## src/hdl/fdr_pkg.sv

```systemverilog
// package: register map, field layout and timing for the fan drive ramp and floor block
//
// Notes on behaviour
// control bits 2:0 pick the ramp rate of drive a instead of jumping
// rate codes 0..7 step duty by 1,2,3,4,8,12,24,48 per time slot
// ramp 33% to 100% takes about 35 s down to 0.8 s per code
// bit 3 enables ramping on drive a; rate field only acts while set
// sync bit 4 set: sense b, c and d measured in step with drive c
// sync bit clear: only sense c and d follow drive c; b measured alone
// auto mode, below start temp: bit 5 picks 0% or minimum duty for drive a
// auto mode, below start temp: bit 6 picks 0% or minimum duty for drive b
// auto mode, below start temp: bit 7 picks 0% or minimum duty for drive c
// once the configuration lock is set, writes to control are ignored
// control register resets to all zeros
// with ramping off, drive a takes each new duty at once
package fdr_pkg;

  // ****************************************
  // register map (offsets are word indices; byte address is index times four)
  // ****************************************
  localparam logic [9:0]  FDR_CTRL_IDX  = 10'h062;
  localparam logic [9:0]  FDR_LOCK_IDX  = 10'h040;
  localparam logic [9:0]  FDR_STAT_IDX  = 10'h041;
  localparam logic [11:0] FDR_CTRL_ADDR = {FDR_CTRL_IDX, 2'b00};
  localparam logic [11:0] FDR_LOCK_ADDR = {FDR_LOCK_IDX, 2'b00};
  localparam logic [11:0] FDR_STAT_ADDR = {FDR_STAT_IDX, 2'b00};

  // ****************************************
  // field layout and reset values
  // ****************************************
  localparam int          FDR_LOCK_BIT  = 0;
  localparam logic [7:0]  FDR_CTRL_RST  = 8'h00;
  localparam logic        FDR_LOCK_RST  = 1'b0;
  localparam logic [7:0]  FDR_DUTY_OFF  = 8'h00;
  localparam logic [2:0]  FDR_SYNC_RST  = 3'h6;

  typedef struct packed {
    logic       below_floor_hold_3;
    logic       below_floor_hold_2;
    logic       below_floor_hold_1;
    logic       tach_sync_all;
    logic       ramp_on_1;
    logic [2:0] ramp_rate_sel_1;
  } fdr_ctrl_t;

  // one drive channel as handed over by the duty computation
  typedef struct packed {
    logic       below_start;
    logic [7:0] min_duty;
    logic [7:0] calc_duty;
  } fdr_chan_t;

  // ****************************************
  // ramp step table and timing
  // ****************************************
  localparam logic [7:0] FDR_STEP_TBL [8] = '{8'h01, 8'h02, 8'h03, 8'h04,
                                              8'h08, 8'h0c, 8'h18, 8'h30};
  // slowest code: 33% (0x54) to 100% (0xff) is 171 steps of one in 35 s
  localparam int FDR_RAMP_FULL_MS   = 35000;
  localparam int FDR_RAMP_SPAN      = 171;
  localparam int FDR_CLK_KHZ        = 100000;
  localparam int FDR_SLOT_CYCLES    = (FDR_RAMP_FULL_MS / FDR_RAMP_SPAN) * FDR_CLK_KHZ;
  localparam int FDR_SLOT_CNT_W     = 25;

endpackage

```

## src/hdl/fdr_ramp.sv

```systemverilog
// ramp stepper: walks drive a toward its target one time slot at a time
`timescale 1ns/100ps
`default_nettype none
module fdr_ramp
  import fdr_pkg::*;
#(
  parameter int SLOT_CYCLES = FDR_SLOT_CYCLES
) (
  input  wire logic       mclk,
  input  wire logic       rst,
  input  wire logic       ramp_en,
  input  wire logic [2:0] rate_sel,
  input  wire logic [7:0] target,
  output logic      [7:0] duty_q,
  output logic            ramp_active
);

  logic [FDR_SLOT_CNT_W-1:0] slot_cnt_q;
  logic [FDR_SLOT_CNT_W-1:0] slot_cnt_d;
  logic [7:0]                duty_d;
  logic [7:0]                step;
  logic [7:0]                gap;
  logic                      slot_tick;

  // ****************************************
  // next state
  // ****************************************
  always_comb begin
    step       = FDR_STEP_TBL[rate_sel];
    gap        = (duty_q < target) ? (target - duty_q) : (duty_q - target);
    slot_tick  = (slot_cnt_q == FDR_SLOT_CNT_W'(SLOT_CYCLES - 1));
    slot_cnt_d = slot_cnt_q;
    duty_d     = duty_q;
    if (!ramp_en) begin
      duty_d     = target;
      slot_cnt_d = '0;
    end else if (slot_tick) begin
      slot_cnt_d = '0;
      // clamp at the target so a large step never overshoots
      if (gap <= step) begin
        duty_d = target;
      end else if (duty_q < target) begin
        duty_d = duty_q + step;
      end else begin
        duty_d = duty_q - step;
      end
    end else begin
      slot_cnt_d = slot_cnt_q + 1'b1;
    end
  end

  always_ff @(posedge mclk) begin
    if (rst) begin
      slot_cnt_q <= '0;
      duty_q     <= FDR_DUTY_OFF;
    end else begin
      slot_cnt_q <= slot_cnt_d;
      duty_q     <= duty_d;
    end
  end

  assign ramp_active = ramp_en && (duty_q != target);
endmodule
`default_nettype wire

```

## src/hdl/fdr_top.sv

```systemverilog
// top: control register over apb, floor selection, ramp of drive a, tach sync select
`timescale 1ns/100ps
`default_nettype none
module fdr_top
  import fdr_pkg::*;
#(
  parameter int SLOT_CYCLES = FDR_SLOT_CYCLES
) (
  input  wire logic        mclk,
  input  wire logic        rst,
  // apb slave
  input  wire logic        psel,
  input  wire logic        penable,
  input  wire logic        pwrite,
  input  wire logic [11:0] paddr,
  input  wire logic [31:0] pwdata,
  output logic      [31:0] prdata,
  output logic             pready,
  output logic             pslverr,
  // duty computation side
  input  wire logic        auto_mode,
  input  wire fdr_chan_t   chan_a,
  input  wire fdr_chan_t   chan_b,
  input  wire fdr_chan_t   chan_c,
  // drive outputs
  output logic      [7:0]  fan_drive_a,
  output logic      [7:0]  fan_drive_b,
  output logic      [7:0]  fan_drive_c,
  // 1: speed_sense_b/c/d measured in step with fan_drive_c
  output logic      [2:0]  tach_sync_sel,
  output logic             ramp_busy_a
);

  // ****************************************
  // apb decode
  // ****************************************
  logic      apb_access;
  logic      apb_wr;
  logic      hit_ctrl;
  logic      hit_lock;
  logic      hit_stat;
  logic      hit_any;

  assign apb_access = psel && penable;
  assign apb_wr     = apb_access && pwrite;
  assign pready     = 1'b1;

  always_comb begin
    hit_ctrl = 1'b0;
    hit_lock = 1'b0;
    hit_stat = 1'b0;
    if (paddr == FDR_CTRL_ADDR) begin
      hit_ctrl = 1'b1;
    end else if (paddr == FDR_LOCK_ADDR) begin
      hit_lock = 1'b1;
    end else if (paddr == FDR_STAT_ADDR) begin
      hit_stat = 1'b1;
    end
  end

  assign hit_any = hit_ctrl || hit_lock || hit_stat;
  // unmapped addresses answer with an error and read zero
  assign pslverr = apb_access && !hit_any;

  // ****************************************
  // control and lock registers
  // ****************************************
  fdr_ctrl_t ctrl_q;
  fdr_ctrl_t ctrl_d;
  logic      lock_q;
  logic      lock_d;

  always_comb begin
    ctrl_d = ctrl_q;
    lock_d = lock_q;
    // lock only sets; it is released by reset alone
    if (apb_wr && hit_lock && pwdata[FDR_LOCK_BIT]) begin
      lock_d = 1'b1;
    end
    if (apb_wr && hit_ctrl && !lock_q) begin
      ctrl_d = fdr_ctrl_t'(pwdata[7:0]);
    end
  end

  always_ff @(posedge mclk) begin
    if (rst) begin
      ctrl_q <= fdr_ctrl_t'(FDR_CTRL_RST);
      lock_q <= FDR_LOCK_RST;
    end else begin
      ctrl_q <= ctrl_d;
      lock_q <= lock_d;
    end
  end

  // ****************************************
  // read data
  // ****************************************
  logic [31:0] prdata_d;
  logic [31:0] prdata_q;

  always_comb begin
    prdata_d = 32'h0000_0000;
    if (hit_ctrl) begin
      prdata_d = {24'h00_0000, ctrl_q};
    end else if (hit_lock) begin
      prdata_d = {31'h0000_0000, lock_q};
    end else if (hit_stat) begin
      prdata_d = {23'h00_0000, ramp_busy_a, fan_drive_a};
    end
  end

  // setup phase registers the word so it is stable in the access phase
  always_ff @(posedge mclk) begin
    if (rst) begin
      prdata_q <= 32'h0000_0000;
    end else begin
      prdata_q <= prdata_d;
    end
  end

  assign prdata = prdata_q;

  // ****************************************
  // floor selection per drive
  // ****************************************
  fdr_chan_t  chans [3];
  logic [2:0] hold_sel;
  logic [7:0] floor_tgt [3];

  assign chans[0] = chan_a;
  assign chans[1] = chan_b;
  assign chans[2] = chan_c;
  assign hold_sel = {ctrl_q.below_floor_hold_3, ctrl_q.below_floor_hold_2,
                     ctrl_q.below_floor_hold_1};

  genvar gi;
  generate
    for (gi = 0; gi < 3; gi++) begin : g_floor
      always_comb begin
        floor_tgt[gi] = chans[gi].calc_duty;
        if (auto_mode && chans[gi].below_start) begin
          // hold spins the fan slowly instead of stopping it
          floor_tgt[gi] = hold_sel[gi] ? chans[gi].min_duty : FDR_DUTY_OFF;
        end
      end
    end
  endgenerate

  // ****************************************
  // drive outputs
  // ****************************************
  logic [7:0] drive_b_d;
  logic [7:0] drive_b_q;
  logic [7:0] drive_c_d;
  logic [7:0] drive_c_q;

  always_comb begin
    drive_b_d = floor_tgt[1];
    drive_c_d = floor_tgt[2];
  end

  always_ff @(posedge mclk) begin
    if (rst) begin
      drive_b_q <= FDR_DUTY_OFF;
      drive_c_q <= FDR_DUTY_OFF;
    end else begin
      drive_b_q <= drive_b_d;
      drive_c_q <= drive_c_d;
    end
  end

  assign fan_drive_b = drive_b_q;
  assign fan_drive_c = drive_c_q;

  // the floor is applied before the ramp, so dropping to off also ramps
  fdr_ramp #(
    .SLOT_CYCLES (SLOT_CYCLES)
  ) u_ramp_a (
    .mclk        (mclk),
    .rst         (rst),
    .ramp_en     (ctrl_q.ramp_on_1),
    .rate_sel    (ctrl_q.ramp_rate_sel_1),
    .target      (floor_tgt[0]),
    .duty_q      (fan_drive_a),
    .ramp_active (ramp_busy_a)
  );

  // ****************************************
  // tach sync selection
  // ****************************************
  logic [2:0] sync_d;
  logic [2:0] sync_q;

  always_comb begin
    sync_d = {2'b11, ctrl_q.tach_sync_all};
  end

  always_ff @(posedge mclk) begin
    if (rst) begin
      sync_q <= FDR_SYNC_RST;
    end else begin
      sync_q <= sync_d;
    end
  end

  assign tach_sync_sel = sync_q;
endmodule
`default_nettype wire

```

## config.mk

```make
export PLATFORM = sky130hd
export DESIGN_NAME = fdr_top
export DESIGN_NICKNAME = d
export VERILOG_FILES = /design/src/hdl/fdr_pkg.sv /design/src/hdl/fdr_ramp.sv /design/src/hdl/fdr_top.sv
export SDC_FILE = /design/constraint.sdc
export NUM_CORES = 1
export LEC_CHECK = 0
export BUFFER_PORTS_ARGS = -buffer_cell sky130_fd_sc_hd__buf_2
export CAP_MARGIN = 20
export CORE_MARGIN = 4
export CORE_UTILIZATION = 45
export DETAILED_ROUTE_END_ITERATION = 8
export HOLD_SLACK_MARGIN = 0.03
export MAX_ROUTING_LAYER = met4
export PLACE_DENSITY = 0.8
export SKIP_LAST_GASP = 1
export SLEW_MARGIN = 20
export SYNTH_ARGS = -nofsm -noshare
export SYNTH_HDL_FRONTEND = slang
export SYNTH_SLANG_ARGS = --single-unit
```

## constraint.sdc

```tcl
create_clock -name mclk -period 7.6 [get_ports mclk]
set_input_delay 1.52 -clock mclk [delete_from_list [all_inputs] [get_ports mclk]]
set_output_delay 1.52 -clock mclk [all_outputs]
set_load 0.01 [all_outputs]
```

==> results.cfg <==
[timing]
finalMaxSlewViolations = 0
period_needed_ps = 6019
finalCritPeriodShare_pct = 79.20
tightest_slew_ps = 809.8
rsz0062_at_grt = no
worst_slack_ps = 1581
fin_worst_skew_ps = 12.58
fin_tns_setup_ps = 0
max_freq_mhz = 166.1
hold_viol = 0
setup_viol = 0
slew_headroom_pct = 45.72

[logic_synthesis]
async_flop_share_pct = 0
synth_area_um2 = 4255
synthDistinctLibCells = 56
syn_avg_cell_area_um2 = 8.121
yosysWarningCount = 0
yosysSeqAreaShare_pct = 31.99
synth-edff-count = 0
yosys_register_bits = 68
syn-instance-count = 524
ys.flop_type = dfxtp_1

[pwr]
ir_worst_vdd_mv = 0.1310
powerDensity_nw_per_um2 = 173.1
p_leak_nw = 2.280

[worst_setup_path]
crit_buf_inv = 3
cp_slowest_stage_delay_ps = 510
end_kind = flop
required_ps = 7850
crit_top_cell = ha_1
cp-start-kind = input pin
crit_arrival_ps = 6270
worstPathMaxFanout = 12
cp_top_family = compound AO/OA/AOI/OAI gates
crit_type = input pin to flop
critPathSlowestCell = or4_1
cp_cell_sequence = buf_2 -> and2_1 -> nand3_1 -> nand2_1 -> ha_1 -> inv_1 -> ha_1 -> a31oi_2 -> o221ai_2 -> a41oi_2 -> buf_4 -> nor2b_1 -> a211o_1 -> ha_1 -> nor2b_1 -> o21ai_0 -> a21boi_0 -> o21ai_0 -> a21oi_1 -> xor2_1 -> or4_1 -> o211ai_1

[layout]
fin_area_um2 = 4992
fillers = 893
drive_gt1_share_pct = 22.15
finalNonFillerCells = 761
final_nets = 760
area_growth_syn_to_layout_pct = 17.32
diodes = 0
finish.utilization_pct = 54.03

[place]
dp.final_hpwl_um = 8857
gp_congestion = 0.9350
dp_cells = 745
place_area_um2 = 4793
port_buffers = 112
place_ws_ps = 1318

[drt]
met2_length_um = 5514
drc_errors = 0
first_pass_iters = 5
drt-vias-per-instance = 5.216
wl_per_cell_um = 15.03
m1WireLength_um = 4934
wl_met3_um = 815
drtIter0Drc = 255
num_vias = 3969
wirelength_um = 11440
highest_layer = met4
drtAntennaViolNets = 0

[floorplan]
initial_core_util_pct = 46.05
fp-row-count = 35
fp.coreArea_um2 = 9240
fp.dieH_um = 105.2
dieArea_um2 = 11080
io-pin-count = 163
die_w_um = 105.2

[clock_network]
root_buffer = clkbuf_8
cts_setup_buffers = 0
cts-resized-gates = 0
clock_path_buffers = 2
htreeDepth = 3
holdBufCountCts = 0
cts_buffers = 9
cts_tree = done
cts.sinks = 68
path_clk_slew_ps = 80
clk_latency_ps = 350

[flow_run]
maxCapViolations = 0

[global_routing]
grt_pass1_wl_um = 18440
grt_max_degree = 37
grt_pass1_vias = 3920
grt_remaining_overflow = 0
grtUsageTotal_pct = 20.98
antenna_found_initial = 0

[min_path]
hp-class = flop to flop

[run_status]
run_status = finished, final reports clean
-- synth_stat cells, drive strengths merged (2+ instances only) --
| master | n | area [um^2] |
|---|---|---|
| dfxtp | 68 | 1361 |
| nor2 | 57 | 214.0 |
| nand2 | 56 | 210.2 |
| nand3 | 37 | 185.2 |
| buf | 34 | 244.0 |
| a21oi | 32 | 160.2 |
| ha | 30 | 375.4 |
| inv | 29 | 108.9 |
| mux2i | 20 | 200.2 |
| xor2 | 20 | 175.2 |
| o21ai | 17 | 96.35 |
| xnor2 | 16 | 140.1 |
| clkbuf | 12 | 45.04 |
| and2 | 8 | 50.05 |
| nor2b | 8 | 50.05 |
| a22o | 7 | 61.31 |
| and3 | 7 | 43.79 |
| nand4 | 7 | 43.79 |
| nor3 | 6 | 35.03 |
| o22ai | 5 | 31.28 |
| nand2b | 4 | 25.02 |
| or3 | 4 | 25.02 |
| a21o | 3 | 22.52 |
| a41oi | 3 | 33.79 |
| a211oi | 2 | 20.02 |
| a221oi | 2 | 17.52 |
| a31oi | 2 | 18.77 |
| conb | 2 | 7.510 |
| fa | 2 | 40.04 |
| nor3b | 2 | 15.01 |
| nor4 | 2 | 12.51 |
| nor4b | 2 | 17.52 |
| o211ai | 2 | 15.01 |
| o221ai | 2 | 23.77 |
| or2 | 2 | 12.51 |
-- cells by family (layout without fill, tap and decap cells) --
family,Yosys count,after routing,share of synthesized area [%]
AO/OA/AOI/OAI,84,84,13.47
XOR/XNOR,36,36,7.410
adder cells (fa/ha/maj),32,32,9.762
buffers and inverters,75,159,9.350
flip-flops,68,68,31.99
multiplexers,20,20,4.704
other,2,26,0.1765
AND/OR/NAND/NOR,207,207,23.14
-- cell type report --
type / instances / area, um^2 / area share (%)
flip-flops and latches: 68 / 1361 / 27.27
well taps: 129 / 161.4 / 3.233
repair buffers: 114 / 575.6 / 11.53
clock buffers: 9 / 123.9 / 2.481
clock inverters: 7 / 75.07 / 1.504
multi-input cells: 405 / 2586 / 51.80
inverters: 29 / 108.9 / 2.180
-- stage by stage --
| stage | power, mW | hold WS (ps) |
|---|---|---|
| after detailed placement | 0.5632 | 470.4 |
| after global routing | 0.9088 | 520.0 |
| after global placement | 0.5548 | 455.3 |
| after CTS | 0.8635 | 489.4 |
| after floorplan | 0.5136 | 437.8 |
| final | 0.8641 | 480.1 |
-- state kept, by name, indices dropped and copies added, names as in the netlist --
register	flops
u_ramp_a.duty_q	8
prdata	9
fan_drive_b	8
tach_sync_sel	1
fan_drive_c	8
ctrl_q	8
u_ramp_a.slot_cnt_q	25
lock_q	1
-- cell usage in the layout, fill, tap and decap left out, types with 3 or more instances in the layout --
cell	netlist	layout
mux2i_1	20	20
clkinv_4	0	3
xor2_1	20	20
conb_1	2	26
nand2_1	56	56
nor3_1	5	5
a21oi_1	32	32
o21ai_0	16	16
and3_1	7	7
o22ai_1	5	5
inv_1	29	29
dfxtp_1	68	68
a21o_1	3	3
and2_1	8	8
a22o_1	7	7
buf_2	3	112
nand4_1	7	7
ha_1	30	30
nor2b_1	8	8
or3_1	4	4
nand2b_1	4	4
nor2_1	57	57
xnor2_1	16	16
nand3_1	37	37
clkbuf_8	0	9
-- per-layer routing --
metal | GRT usage [%] | vias to the layer above
met5 | - | -
met4 | 5.717 | 0
met3 | 4.532 | 15
met2 | 34.74 | 153
met1 | 25.90 | 1858
li1 | - | 1943
-- report_power, final --
part           internal [mW]  switching (mW)
combinational         0.0795           0.110
clock                  0.153           0.152
sequential             0.363         0.00637
total                  0.596           0.269
-- worst paths after layout --
check,startpoint,end,slack [ps],cells past startpoint
max,auto_mode,u_ramp_a.duty_q[7],1580,22
min reg2reg,u_ramp_a.slot_cnt_q[0],u_ramp_a.slot_cnt_q[0],480,1
min,u_ramp_a.slot_cnt_q[0],u_ramp_a.slot_cnt_q[0],480,1
max reg2reg,ctrl_q[5],u_ramp_a.duty_q[7],2520,19
-- worst register-to-register path: cells and delay by family, from the launching register on --
kind | cells | cell delay (ps)
buffers and inverters | 1 | 300
AO/OA/AOI/OAI | 9 | 1980
XOR/XNOR | 1 | 160
AND/OR/NAND/NOR | 5 | 1200
flip-flops | 1 | 560
adder cells (fa/ha/maj) | 3 | 790
Note: power is estimated with default switching activity, not from simulation.
